`config.mk`:
```
export PLATFORM = sky130hd
export DESIGN_NAME = mps_sequencer
export DESIGN_NICKNAME = d
export VERILOG_FILES = /design/src/mps_sequencer.v
export VERILOG_INCLUDE_DIRS = /design/src
export SDC_FILE = /design/constraint.sdc
export NUM_CORES = 1
export LEC_CHECK = 0
export ABC_AREA = 0
export BUFFER_PORTS_ARGS = -buffer_cell sky130_fd_sc_hd__buf_2
export CAP_MARGIN = 25
export CORE_MARGIN = 2
export CORE_UTILIZATION = 36
export CTS_BUF_LIST = sky130_fd_sc_hd__clkbuf_16
export DETAILED_ROUTE_END_ITERATION = 16
export SYNTH_ARGS = -nofsm -noshare
export SYNTH_HDL_FRONTEND = slang
export SYNTH_SLANG_ARGS = --single-unit
```
`constraint.sdc`:
```
create_clock -name MCLK_IN -period 30.3 [get_ports MCLK_IN]
set_input_delay 0 -clock MCLK_IN [delete_from_list [all_inputs] [get_ports MCLK_IN]]
set_output_delay 0 -clock MCLK_IN [all_outputs]
set_load 0.01 [all_outputs]
```
`src/mps_defines.vh`:
```
// constants for the multiphase pwm sequencer
`ifndef MPS_DEFINES_VH
`define MPS_DEFINES_VH
`define MPS_MAX_PHASES     3'h4
`define MPS_DETECT_CYCLES  2'h2
`define MPS_OSC_DIV        16'h0064
`define MPS_PHASE_DIV      8'h40
`define MPS_SS_STEP        16'h0001
`define MPS_SS_FULL        16'hFFFF
`define MPS_VCODE_NOCPU    5'h1F
`define MPS_VCODE_LSB_UV   16'h30D4
`define MPS_VREF_TOP       16'h3E80
`define MPS_VREF_STEP      16'h007D
`define MPS_KEY_TOP        6'h15
`define MPS_KEY_WRAP       6'h29
`endif

```
`src/mps_sequencer.v`:
```
// multiphase pwm sequencer: phase detect, rotation, pwm, soft start, voltage code
`timescale 1ns/1ps
`include "mps_defines.vh"
module mps_sequencer #(
  parameter OSC_DIV   = `MPS_OSC_DIV,
  parameter PHASE_DIV = `MPS_PHASE_DIV,
  parameter SS_STEP   = `MPS_SS_STEP
) (
  // clock and reset
  input  wire        MCLK_IN,
  input  wire        SYS_RST_IN,
  // enable and supply status, asynchronous pins
  input  wire        ENABLE_IN,
  input  wire        SUPPLY_LOW_LOCKOUT_IN,
  input  wire        OUTPUT_GOOD_FLAG_IN,
  // phase3/phase4 detect comparators, high when above threshold
  input  wire        PHASE3_SENSE_IN,
  input  wire        PHASE4_SENSE_IN,
  // per-phase duty, in master cycles of the phase period
  input  wire [31:0] DUTY_IN,
  // voltage code from processor
  input  wire [5:0]  VOLTAGE_CODE_IN,
  // phase outputs and weak detection drive
  output reg  [3:0]  PHASE_OUTPUT_OUT,
  output reg         DETECT_DRIVE_OUT,
  // soft-start node, reference and status
  output reg  [15:0] SOFT_START_OUT,
  output reg  [15:0] REFERENCE_MV10_OUT,
  output reg         NO_CPU_OUT,
  output reg  [2:0]  PHASE_COUNT_OUT,
  output reg         SOFT_START_DONE_OUT
);
  localparam ST_OFF    = 3'b001;
  localparam ST_DETECT = 3'b010;
  localparam ST_RUN    = 3'b100;

  // two flip-flop synchronisers
  reg [4:0] sync1_reg;
  reg [4:0] sync2_reg;
  always @(posedge MCLK_IN)
  begin
    if (SYS_RST_IN)
    begin
      sync1_reg <= 5'h00;
      sync2_reg <= 5'h00;
    end
    else
    begin
      sync1_reg <= {PHASE4_SENSE_IN, PHASE3_SENSE_IN, OUTPUT_GOOD_FLAG_IN,
                    SUPPLY_LOW_LOCKOUT_IN, ENABLE_IN};
      sync2_reg <= sync1_reg;
    end
  end
  // enable high and supply out of lockout
  wire run_ok  = sync2_reg[0] & ~sync2_reg[1];
  wire good_s  = sync2_reg[2];
  wire p3_up_s = sync2_reg[3];
  wire p4_up_s = sync2_reg[4];

  // code to reference in units of 0.1 mV; keys 62 and 63 are the no-cpu pair
  function [15:0] code_to_ref;
    input [5:0] code;
    reg   [5:0]  key;
    reg   [5:0]  step;
    reg   [15:0] drop;
    begin
      key = {code[4:0], code[5]};
      // top voltage at key 21, counting down and wrapping past no-cpu
      if (key >= `MPS_KEY_TOP)
        step = key - `MPS_KEY_TOP;
      else
        step = key + `MPS_KEY_WRAP;
      drop        = {10'h000, step} * `MPS_VREF_STEP;
      code_to_ref = `MPS_VREF_TOP - drop;
    end
  endfunction

  // last count of a phase period: phase div slots times phase count
  function [7:0] period_last;
    input [2:0] count;
    reg   [15:0] span;
    begin
      span        = PHASE_DIV * {13'h0000, count};
      period_last = span[7:0] - 8'h01;
    end
  endfunction

  // oscillator, detection and phase state
  reg [2:0]  state_reg;
  reg [15:0] osc_cnt_reg;
  reg [1:0]  osc_cycles_reg;
  reg [3:0]  fitted_reg;
  reg [7:0]  ph_cnt_reg [0:3];
  reg [1:0]  start_idx_reg;
  reg [3:0]  started_reg;
  wire       osc_tick = (osc_cnt_reg == OSC_DIV - 16'h0001);
  integer    i;

  // last slot count for the detected phase count
  wire [7:0] slot_last = period_last(PHASE_COUNT_OUT);

  // detection, rotation and pwm state machine
  always @(posedge MCLK_IN)
  begin
    if (SYS_RST_IN || !run_ok)
    begin
      // disabled: hold outputs and ramp at ground
      state_reg           <= ST_OFF;
      osc_cnt_reg         <= 16'h0000;
      osc_cycles_reg      <= 2'h0;
      fitted_reg          <= 4'h0;
      start_idx_reg       <= 2'h0;
      started_reg         <= 4'h0;
      PHASE_OUTPUT_OUT    <= 4'h0;
      DETECT_DRIVE_OUT    <= 1'b0;
      SOFT_START_OUT      <= 16'h0000;
      SOFT_START_DONE_OUT <= 1'b0;
      PHASE_COUNT_OUT     <= 3'h0;
      for (i = 0; i < 4; i = i + 1)
        ph_cnt_reg[i] <= 8'h00;
    end
    else
    begin
      osc_cnt_reg <= osc_tick ? 16'h0000 : osc_cnt_reg + 16'h0001;
      case (state_reg)
        ST_OFF:
        begin
          // arm the weak detection drive
          DETECT_DRIVE_OUT <= 1'b1;
          osc_cycles_reg   <= 2'h0;
          state_reg        <= ST_DETECT;
        end
        ST_DETECT:
        begin
          // count oscillator cycles of the window
          if (osc_tick)
            osc_cycles_reg <= osc_cycles_reg + 2'h1;
          if (osc_tick && osc_cycles_reg == `MPS_DETECT_CYCLES - 2'h1)
          begin
            // window closed: fix the phase count
            DETECT_DRIVE_OUT <= 1'b0;
            // phase4 grounded -> 3, both -> 2
            fitted_reg <= {p4_up_s & p3_up_s, p3_up_s, 2'b11};
            PHASE_COUNT_OUT <= p3_up_s ? (p4_up_s ? 3'h4 : 3'h3) : 3'h2;
            state_reg <= ST_RUN;
          end
        end
        ST_RUN:
        begin
          // rotating start, one phase per clock
          if (started_reg != fitted_reg)
          begin
            started_reg[start_idx_reg] <= fitted_reg[start_idx_reg];
            start_idx_reg <= start_idx_reg + 2'h1;
          end
          // per-phase counters; duty compare gives the pulse
          for (i = 0; i < 4; i = i + 1)
          begin
            if (started_reg[i] && fitted_reg[i])
            begin
              // period = phase div times phase count
              if (ph_cnt_reg[i] == slot_last)
                ph_cnt_reg[i] <= 8'h00;
              else
                ph_cnt_reg[i] <= ph_cnt_reg[i] + 8'h01;
              PHASE_OUTPUT_OUT[i] <= (ph_cnt_reg[i] < DUTY_IN[i*8 +: 8]);
            end
            else
              PHASE_OUTPUT_OUT[i] <= 1'b0;
          end
          // jump the ramp to full scale and set done once the output is good
          if (good_s)
          begin
            SOFT_START_OUT      <= `MPS_SS_FULL;
            SOFT_START_DONE_OUT <= 1'b1;
          end
          else if (!SOFT_START_DONE_OUT && SOFT_START_OUT < `MPS_SS_FULL - SS_STEP)
            SOFT_START_OUT <= SOFT_START_OUT + SS_STEP;
        end
        default:
          state_reg <= ST_OFF;
      endcase
    end
  end

  // reference follows code scaled by soft-start ramp
  wire [15:0] ref_full = code_to_ref(VOLTAGE_CODE_IN);
  wire [31:0] ref_prod = ref_full * SOFT_START_OUT;
  // no processor forces a zero reference
  wire        no_cpu   = (VOLTAGE_CODE_IN[4:0] == `MPS_VCODE_NOCPU);
  always @(posedge MCLK_IN)
  begin
    if (SYS_RST_IN)
    begin
      REFERENCE_MV10_OUT <= 16'h0000;
      NO_CPU_OUT         <= 1'b0;
    end
    else
    begin
      NO_CPU_OUT <= no_cpu;
      if (no_cpu)
        REFERENCE_MV10_OUT <= 16'h0000;
      else
        REFERENCE_MV10_OUT <= ref_prod[31:16];
    end
  end
endmodule // mps_sequencer

```
==> flow_metrics.tcl, run 1 <==
set metrics [dict create \
    antenna_cells 0 \
    cts_tree "done" \
    dieWidth_um 208 \
    largest_reg_flops 32 \
    crit_fanout 23 \
    post-place-ws_ps 18790 \
    vias 11500 \
    switching_power_w 0.000540 \
    async_flop_share 0 \
    start_util 0.367 \
    dr.first_iter.drc_count 569 \
    layout-drive-gt1-share 0.0817 \
    clock_path_buffers 2 \
    fp.dieH_um 208 \
    wl_per_cell_um 15.4 \
    coreArea_mm2 0.0410 \
    sw_frac_of_total 0.530 \
    tns_ps 0 \
    status "complete, no violations" \
    p_comb_frac 0.635 \
    drcViolationCount 0 \
    hold_viol 0 \
    seq_area_frac_synth 0.172 \
    required_ps 30640 \
    area.growth.synth_to_final_pct 11.9 \
    ys_types 66 \
    nets 2231 \
    start_kind "primary input" \
    fmax_mhz 90.1 \
    final_max_slew_viol_count 0 \
    p_int_w 0.000479 \
    grt_pass1_vias 12200 \
    ys.flop_type "dfxtp_1" \
    yosysTopAreaCellShare 0.272 \
    slowest_delay_ps 780 \
    period_share 0.366 \
    slowest_stage "nor3_2" \
    cts_root_buf "clkbuf_16" \
    gp_congestion 0.831 \
    routed_wirelength_um 36100 \
    leakagePower_nw 7.98 \
    first_pass_iters 5 \
    grt_max_degree 37 \
    power_density_mw_per_mm2 60.5 \
    globalRouteOverflowTotal 0 \
    ant_nets 0 \
    synth_area_per_cell_um2 8.83 \
    skew_ps 8.50 \
    startpoint "VOLTAGE_CODE_IN[5]" \
    cts_sinks 113 \
    ctsHtreeMaxLevel 4 \
    synth-edff-count 32 \
    crit_path_end_kind "flop" \
    maxCapViolations 0 \
    crit_type "in -> reg" \
    setup_viol 0 \
    clock_latency_ps 420 \
    synthCells 1704 \
    ys_seq_elements 113 \
    fillerInstances 4069 \
    yosysTopAreaCell "fa_1" \
    fin_cells 2344 \
    r2r_start "SOFT_START_OUT[15]" \
    dieArea_mm2 0.0434 \
    power_frac_clock 0.203 \
    worstHoldStart "SYS_RST_IN" \
    hold_path_class "in -> reg" \
    irDropWorstVdd_mv 0.147 \
    netlist_area_mm2 0.0150 \
    io_buffers 86 \
    grt_pass1_wl_um 61600 \
    fin_crit_ps 11100 \
    cts_setup_buffers 0 \
    dpl.cell_count 2302 \
    sequentialPowerShare 0.162 \
    viasPerCell 4.91 \
    total_power_w 0.00102 \
    grt_util_all_layers 0.176 \
    cts_buffers 17 \
    ios 87 \
    hpwl_um 28400 \
    yosys_warnings 0 \
    worst_slew_pin_slew_ps 1020 \
    rsz0062_at_grt "false" \
    clk_pin_slew_ps 60 \
    ys_top_cells_by_area "fa_1, ha_1, dfxtp_1" \
    antenna_found_initial 0 \
    worst_slack_ps 19200 \
    cp.arrival_ps 11450 \
    slew_headroom 0.317 \
    fin_util 0.410 \
    num_rows 74 \
]
==> cell families (layout without fill, tap and decap cells) <==
| family | Yosys count | count (layout) | share of synthesized area |
|---|---|---|---|
| and+or+nand+nor | 548 | 548 | 0.179 |
| buffers and inverters | 376 | 452 | 0.0950 |
| muxes | 5 | 5 | 0.00333 |
| other | 2 | 34 | 0.000499 |
| AOI/OAI and AO/OA | 190 | 190 | 0.0779 |
| DFF | 113 | 113 | 0.172 |
| adders and majority gates | 388 | 388 | 0.424 |
| xor gates and xnor gates | 82 | 82 | 0.0478 |
==> metal layers <==
layer  global-route usage  up-vias  part of all wire
li1                     -     5549                 -
met1                0.231     5698              0.46
met4               0.0347        0             0.014
met5                    0        -                 0
met3               0.0240       34             0.040
met2                0.310      225              0.49
==> worst max-delay path: cells and delay by family <==
kind,cells,cell delay (ps)
fa+ha+maj,13,5610
simple gates,4,1330
xor+xnor,1,510
buf+inv,9,1100
compound gates,13,2840
==> stage by stage <==
stage | hold slack [ps] | cell area [um^2]
after global placement | 210 | 16100
after detailed placement | 216 | 16100
after CTS | 3.19 | 16800
after global routing | 16.1 | 16800
after floorplan | 71.6 | 15200
final | 4.09 | 16800
==> worst paths after layout <==
| path | endpoint | slack [ps] | depth (start not counted) |
|---|---|---|---|
| setup / recovery | REFERENCE_MV10_OUT[12] | 19200 | 40 |
| hold / removal | sync2_reg[1] | 4 | 2 |
| setup reg to reg | REFERENCE_MV10_OUT[12] | 23450 | 18 |
| hold reg to reg | sync2_reg[1] | 430 | 1 |
==> Yosys cell counts, types with 7 or more instances <==
library cell	count
fa_1	204
nand4_1	14
dfxtp_1	81
ha_1	183
nand2_1	189
and3_1	12
inv_1	313
o21ai_0	40
a21o_1	9
clkbuf_1	53
and2_1	74
nand3_1	35
xnor2_1	35
nor2b_1	33
o21a_1	10
nor3_1	13
a211oi_1	7
xor2_1	47
nor2_1	106
edfxtp_1	32
a21oi_1	77
nand3b_1	14
nand2b_1	21
==> area by class of cell <==
| type | count | area, um^2 | area share |
|---|---|---|---|
| flip-flops and latches | 113 | 2580 | 0.153 |
| repair buffers | 107 | 614 | 0.0365 |
| multi-input cells | 1247 | 11200 | 0.665 |
| clock buffers | 17 | 425 | 0.0253 |
| well taps | 532 | 666 | 0.0395 |
| inverters | 313 | 1170 | 0.0698 |
| clock inverters | 15 | 179 | 0.0106 |
==> cell usage in the layout, fill, tap and decap left out, types with 5 or more instances in the layout <==
cell,Yosys,final
a211oi_1,7,7
a21o_1,9,9
a21oi_1,77,77
a31oi_1,5,5
and2_1,74,74
and3_1,12,12
and3b_1,5,5
buf_2,4,86
buf_4,3,11
clkbuf_16,0,17
conb_1,2,34
dfxtp_1,81,81
dlygate4sd3_1,0,9
edfxtp_1,32,32
fa_1,204,204
ha_1,183,183
inv_1,313,314
inv_6,0,6
mux2i_1,5,5
nand2_1,189,189
nand2b_1,21,21
nand3_1,35,35
nand3b_1,14,14
nand4_1,14,14
nor2_1,106,106
nor2b_1,33,33
nor3_1,13,12
nor3b_1,5,5
nor4_1,5,5
o21a_1,10,10
o21ai_0,40,39
or2_2,5,5
xnor2_1,35,31
xor2_1,47,46
==> what timing repair did <==
item                                   4_1_cts  5_1_grt
hold buffers                                 9        0
resized for setup                            0        0
endpoints found under the hold margin        7        0
==> power groups by stage <==
stage | combinational, W | sequential [W] | clock (W)
finish | 0.000647 | 0.000165 | 0.000207
global route | 0.000699 | 0.000165 | 0.000218
CTS | 0.000622 | 0.000165 | 0.000212
detailed placement | 0.000618 | 0.000168 | 0
global placement | 0.000601 | 0.000168 | 0
floorplan | 0.000352 | 0.000168 | 0
Note: power is estimated with default switching activity, not from simulation.
==> run 2, diff against run 1 <==
==> constraint.sdc (replaced) <==
create_clock -name MCLK_IN -period 10.3 [get_ports MCLK_IN]
set_input_delay 0 -clock MCLK_IN [delete_from_list [all_inputs] [get_ports MCLK_IN]]
set_output_delay 0 -clock MCLK_IN [all_outputs]
set_load 0.01 [all_outputs]
==> flow_metrics.tcl, run 2 (synthesized netlist as in run 1, its figures left out) <==
set metrics [dict create \
    crit_family "adder cells" \
    dieWidth_um 208 \
    leakagePower_nw 8.26 \
    worst_slew_pin_slew_ps 930 \
    clk_pin_slew_ps 60 \
    fmax_mhz 102 \
    worstHoldStart "SYS_RST_IN" \
    fin_cells 2399 \
    power_frac_clock 0.182 \
    drcViolationCount 0 \
    ios 87 \
    fin_hold_ws_ps 23.8 \
    skew_ps 15.5 \
    reg2regPathDepth 21 \
    num_rows 74 \
    ant_nets 0 \
    grt_pass1_vias 12200 \
    grt_max_degree 37 \
    grt_util_all_layers 0.174 \
    crit_fanout 8 \
    irDropWorstVdd_mv 0.288 \
    final_max_slew_viol_count 0 \
    fin_util 0.422 \
    io_buffers 86 \
    crit_type "in -> reg" \
    p_comb_frac 0.668 \
    rsz0062_at_grt "false" \
    viasPerCell 4.88 \
    wl_per_cell_um 15.0 \
    grt_pass1_wl_um 61200 \
    total_power_w 0.00325 \
    cts_sinks 113 \
    holdPathEnd "sync1_reg[2]" \
    cts_buffers 17 \
    final_area_mm2 0.0173 \
    required_ps 10590 \
    vias 11700 \
    regToRegEndpoint "REFERENCE_MV10_OUT[12]" \
    ctsHtreeMaxLevel 4 \
    sw_frac_of_total 0.485 \
    hold_path_class "in -> reg" \
    area.growth.synth_to_final_pct 15.2 \
    antenna_found_initial 1 \
    place_area_mm2 0.0165 \
    critPathBufInv 12 \
    mostFrequentLayoutCell "inv_1" \
    p_int_w 0.00167 \
    switching_power_w 0.00157 \
    r2r_slack_ps 3810 \
    clock_path_buffers 2 \
    hold_depth 2 \
    cts_tree "done" \
    fin_crit_ps 9760 \
    start_util 0.367 \
    crit_top_cell "fa_1" \
    nets 2285 \
    dpl.cell_count 2355 \
    sequentialPowerShare 0.150 \
    gp_congestion 0.861 \
    slowest_delay_ps 610 \
    dieArea_mm2 0.0434 \
    fp.dieH_um 208 \
    globalRouteOverflowTotal 0 \
    setup_viol 0 \
    slew_headroom 0.379 \
    maxCapViolations 0 \
    power_density_mw_per_mm2 187 \
    slowest_stage "fa_1" \
    period_share 0.947 \
    mostFrequentLayoutCells "inv_1, fa_1, nand2_1, ha_1, nor2_1" \
    hold_viol 0 \
    routed_wirelength_um 36100 \
    largest_reg_flops 32 \
    cts_root_buf "clkbuf_16" \
    layout-drive-gt1-share 0.116 \
    clock_latency_ps 430 \
    r2r_start "SOFT_START_OUT[3]" \
    start_kind "primary input" \
    crit_path_end_kind "flop" \
    dr.first_iter.drc_count 542 \
    status "complete, no violations" \
    cp.arrival_ps 10040 \
    first_pass_iters 5 \
    coreArea_mm2 0.0410 \
    hpwl_um 28400 \
]
[run 2: area by class of cell]
| class | instances | area, um^2 |
|---|---|---|
| fill | 4119 | 23700 |
| sequential | 113 | 2580 |
| clock buffer | 19 | 475 |
| antenna | 1 | 2.50 |
| clock inverter | 13 | 124 |
| inverter | 313 | 1170 |
| multi-input combinational | 1247 | 11300 |
| tap | 532 | 666 |
| timing repair buffer | 161 | 1030 |
[run 2: power by group through the flow]
stage / combinational, W / sequential, W / clock [W]
3_5_place_dp: 0.00209 / 0.000496 / 0
3_3_place_gp: 0.00207 / 0.000497 / 0
5_1_grt: 0.00236 / 0.000488 / 0.000625
2_1_floorplan: 0.00104 / 0.000494 / 0
6_report: 0.00217 / 0.000486 / 0.000592
4_1_cts: 0.00210 / 0.000487 / 0.000606
[run 2: worst max path at each step]
stage | from | end | cells after the start | slack [ps]
after floorplan | VOLTAGE_CODE_IN[5] | REFERENCE_MV10_OUT[12] | 42 | 30
after global placement | VOLTAGE_CODE_IN[0] | REFERENCE_MV10_OUT[14] | 43 | -240
after detailed placement | VOLTAGE_CODE_IN[0] | REFERENCE_MV10_OUT[14] | 43 | -270
after CTS | VOLTAGE_CODE_IN[0] | REFERENCE_MV10_OUT[14] | 43 | 120
after global routing | VOLTAGE_CODE_IN[0] | REFERENCE_MV10_OUT[14] | 44 | 4
final | VOLTAGE_CODE_IN[0] | REFERENCE_MV10_OUT[12] | 43 | 540
[run 2: timing repair]
action	CTS	global route
resized for setup	0	26
endpoints found under the hold margin	7	0
endpoints found under the setup margin	0	13
hold buffers	9	0
buffers inserted	0	2
[run 2: routing by layer]
layer,vias to the layer above,GRT usage,share of wire
li1,5654,-,-
met1,5810,0.230,0.45
met2,208,0.307,0.50
met3,36,0.0202,0.035
met4,0,0.0392,0.016
met5,-,0,0
[run 2: through the flow]
step | worst slack (ps) | TNS (ps)
after CTS | 122 | 0
after detailed placement | -273 | -763
after global placement | -240 | -307
final | 541 | 0
after global routing | 4.23 | 0
after floorplan | 26.7 | 0
==> run 3, diff against run 2 <==
--- a/config.mk
+++ b/config.mk
@@ -9,6 +9,7 @@
 export ABC_AREA = 0
 export BUFFER_PORTS_ARGS = -buffer_cell sky130_fd_sc_hd__buf_2
 export CAP_MARGIN = 25
+export CORE_ASPECT_RATIO = 0.8
 export CORE_MARGIN = 2
 export CORE_UTILIZATION = 36
 export CTS_BUF_LIST = sky130_fd_sc_hd__clkbuf_16
==> flow_metrics.tcl, run 3 (synthesized netlist as in run 1, its figures left out) <==
set metrics [dict create \
    status "complete, no violations" \
    layout-drive-gt1-share 0.112 \
    wl_met1_um 18800 \
    final_max_slew_viol_count 0 \
    hold_viol 0 \
    met3_length_um 2040 \
    ctsHtreeMaxLevel 4 \
    largest_reg_flops 32 \
    routed_wirelength_um 37000 \
    viasPerCell 4.83 \
    mostFrequentLayoutCell "inv_1" \
    total_power_w 0.00329 \
    crit_top_cell "fa_1" \
    antenna_cells 0 \
    grt_util_all_layers 0.180 \
    dr.first_iter.drc_count 745 \
    post-place-ws_ps -111 \
    crit_family "adder cells" \
    critPathBufInv 10 \
    hold_path_class "in -> reg" \
    grt_max_degree 37 \
    nets 2272 \
    ant_nets 0 \
    top_layer_used "met4" \
    reg2regPathDepth 18 \
    cts_sinks 113 \
    start_util 0.367 \
    grt_pass1_vias 11900 \
    worst_slew_pin_slew_ps 925 \
    slowest_delay_ps 540 \
    ios 87 \
    grt_pass1_wl_um 62600 \
    dieArea_mm2 0.0434 \
    required_ps 10600 \
    num_rows 66 \
    mostFrequentLayoutCells "inv_1, fa_1, nand2_1, ha_1, nor2_1" \
    coreArea_mm2 0.0410 \
    crit_fanout 8 \
    power_density_mw_per_mm2 190 \
    hold_depth 2 \
    dpl.cell_count 2354 \
    fp.dieH_um 187 \
    cts_root_buf "clkbuf_16" \
    period_share 0.969 \
    fillerInstances 4079 \
    dieWidth_um 233 \
    slew_headroom 0.383 \
    drcViolationCount 0 \
    wl_met2_um 15800 \
    maxCapViolations 0 \
    antenna_found_initial 0 \
    irDropWorstVdd_mv 0.291 \
    worst_slack_ps 320 \
    clock_latency_ps 420 \
    first_pass_iters 5 \
    crit_path_end_kind "flop" \
    slowest_stage "fa_1" \
    holdPathEnd "sync2_reg[0]" \
    r2r_slack_ps 3790 \
    clk_pin_slew_ps 60 \
    leakagePower_nw 8.23 \
    skew_ps 9.55 \
    regToRegEndpoint "REFERENCE_MV10_OUT[15]" \
    start_kind "primary input" \
    setup_viol 0 \
    crit_type "in -> reg" \
    worstHoldStart "SYS_RST_IN" \
    area.growth.synth_to_final_pct 14.9 \
    wl_per_cell_um 15.4 \
    cp.arrival_ps 10280 \
    r2r_start "SOFT_START_OUT[14]" \
    globalRouteOverflowTotal 0 \
    fmax_mhz 100 \
    fin_crit_ps 9980 \
    clock_path_buffers 2 \
    fin_hold_ws_ps 38.7 \
    cts_tree "done" \
    fin_cells 2397 \
    vias 11600 \
    gp_congestion 0.868 \
    cts_buffers 17 \
    hpwl_um 29000 \
    io_buffers 86 \
]
==> run 3: worst reg2reg max path, stage by stage (launching register included) <==
cell	delay, ps
dfxtp_1	920
nand2_1	200
fa_1	550
fa_1	550
inv_1	60
fa_1	550
fa_1	540
fa_1	540
inv_1	50
fa_1	530
inv_1	40
ha_1	310
a21oi_1	210
o21ai_1	180
a41o_1	330
o31a_1	360
o2111ai_2	240
nand3_1	90
nor3b_1	140
==> run 3: final cells by class <==
| cell class | instances | area, um^2 | area share |
|---|---|---|---|
| Inverter | 313 | 1170 | 0.0680 |
| Sequential cell | 113 | 2580 | 0.149 |
| Multi-Input combinational cell | 1247 | 11300 | 0.653 |
| Tap cell | 544 | 681 | 0.0394 |
| Timing Repair Buffer | 148 | 931 | 0.0538 |
| Clock inverter | 13 | 156 | 0.00905 |
| Clock buffer | 19 | 475 | 0.0275 |
==> run 3: metal layers <==
layer,global-route usage,vias to the layer above
met1,0.278,5651
met5,0,-
met3,0.0328,19
met2,0.263,275
li1,-,5628
met4,0.0284,0
==> run 3: how the worst max path moves through the flow <==
stage	start	endpoint	cells after the start
floorplan	VOLTAGE_CODE_IN[5]	REFERENCE_MV10_OUT[12]	42
global placement	VOLTAGE_CODE_IN[0]	REFERENCE_MV10_OUT[14]	41
detailed placement	VOLTAGE_CODE_IN[0]	REFERENCE_MV10_OUT[12]	43
CTS	VOLTAGE_CODE_IN[1]	REFERENCE_MV10_OUT[12]	41
global route	VOLTAGE_CODE_IN[1]	REFERENCE_MV10_OUT[11]	40
finish	VOLTAGE_CODE_IN[1]	REFERENCE_MV10_OUT[15]	41
==> run 3: per-stage QoR <==
step	instance area (um^2)	setup TNS (ps)	utilization
3_3_place_gp	16400	0	0.401
2_1_floorplan	15200	0	-
5_1_grt	17300	-56.3	0.422
4_1_cts	17100	0	0.418
3_5_place_dp	16400	-337	0.401
6_report	17300	0	0.422
==> run 3: where the power goes <==
part           switching (W)  internal (W)
clock               0.000214      0.000408
combinational        0.00136      0.000821
sequential         0.0000105      0.000472
total                0.00159       0.00170
==> run 3: what timing repair did <==
| item | 4_1_cts | 5_1_grt |
|---|---|---|
| buffers inserted | 0 | 2 |
| endpoints found under the hold margin | 7 | 0 |
| setup endpoints to repair | 0 | 13 |
| resized for setup | 0 | 30 |
| hold buffers | 9 | 0 |
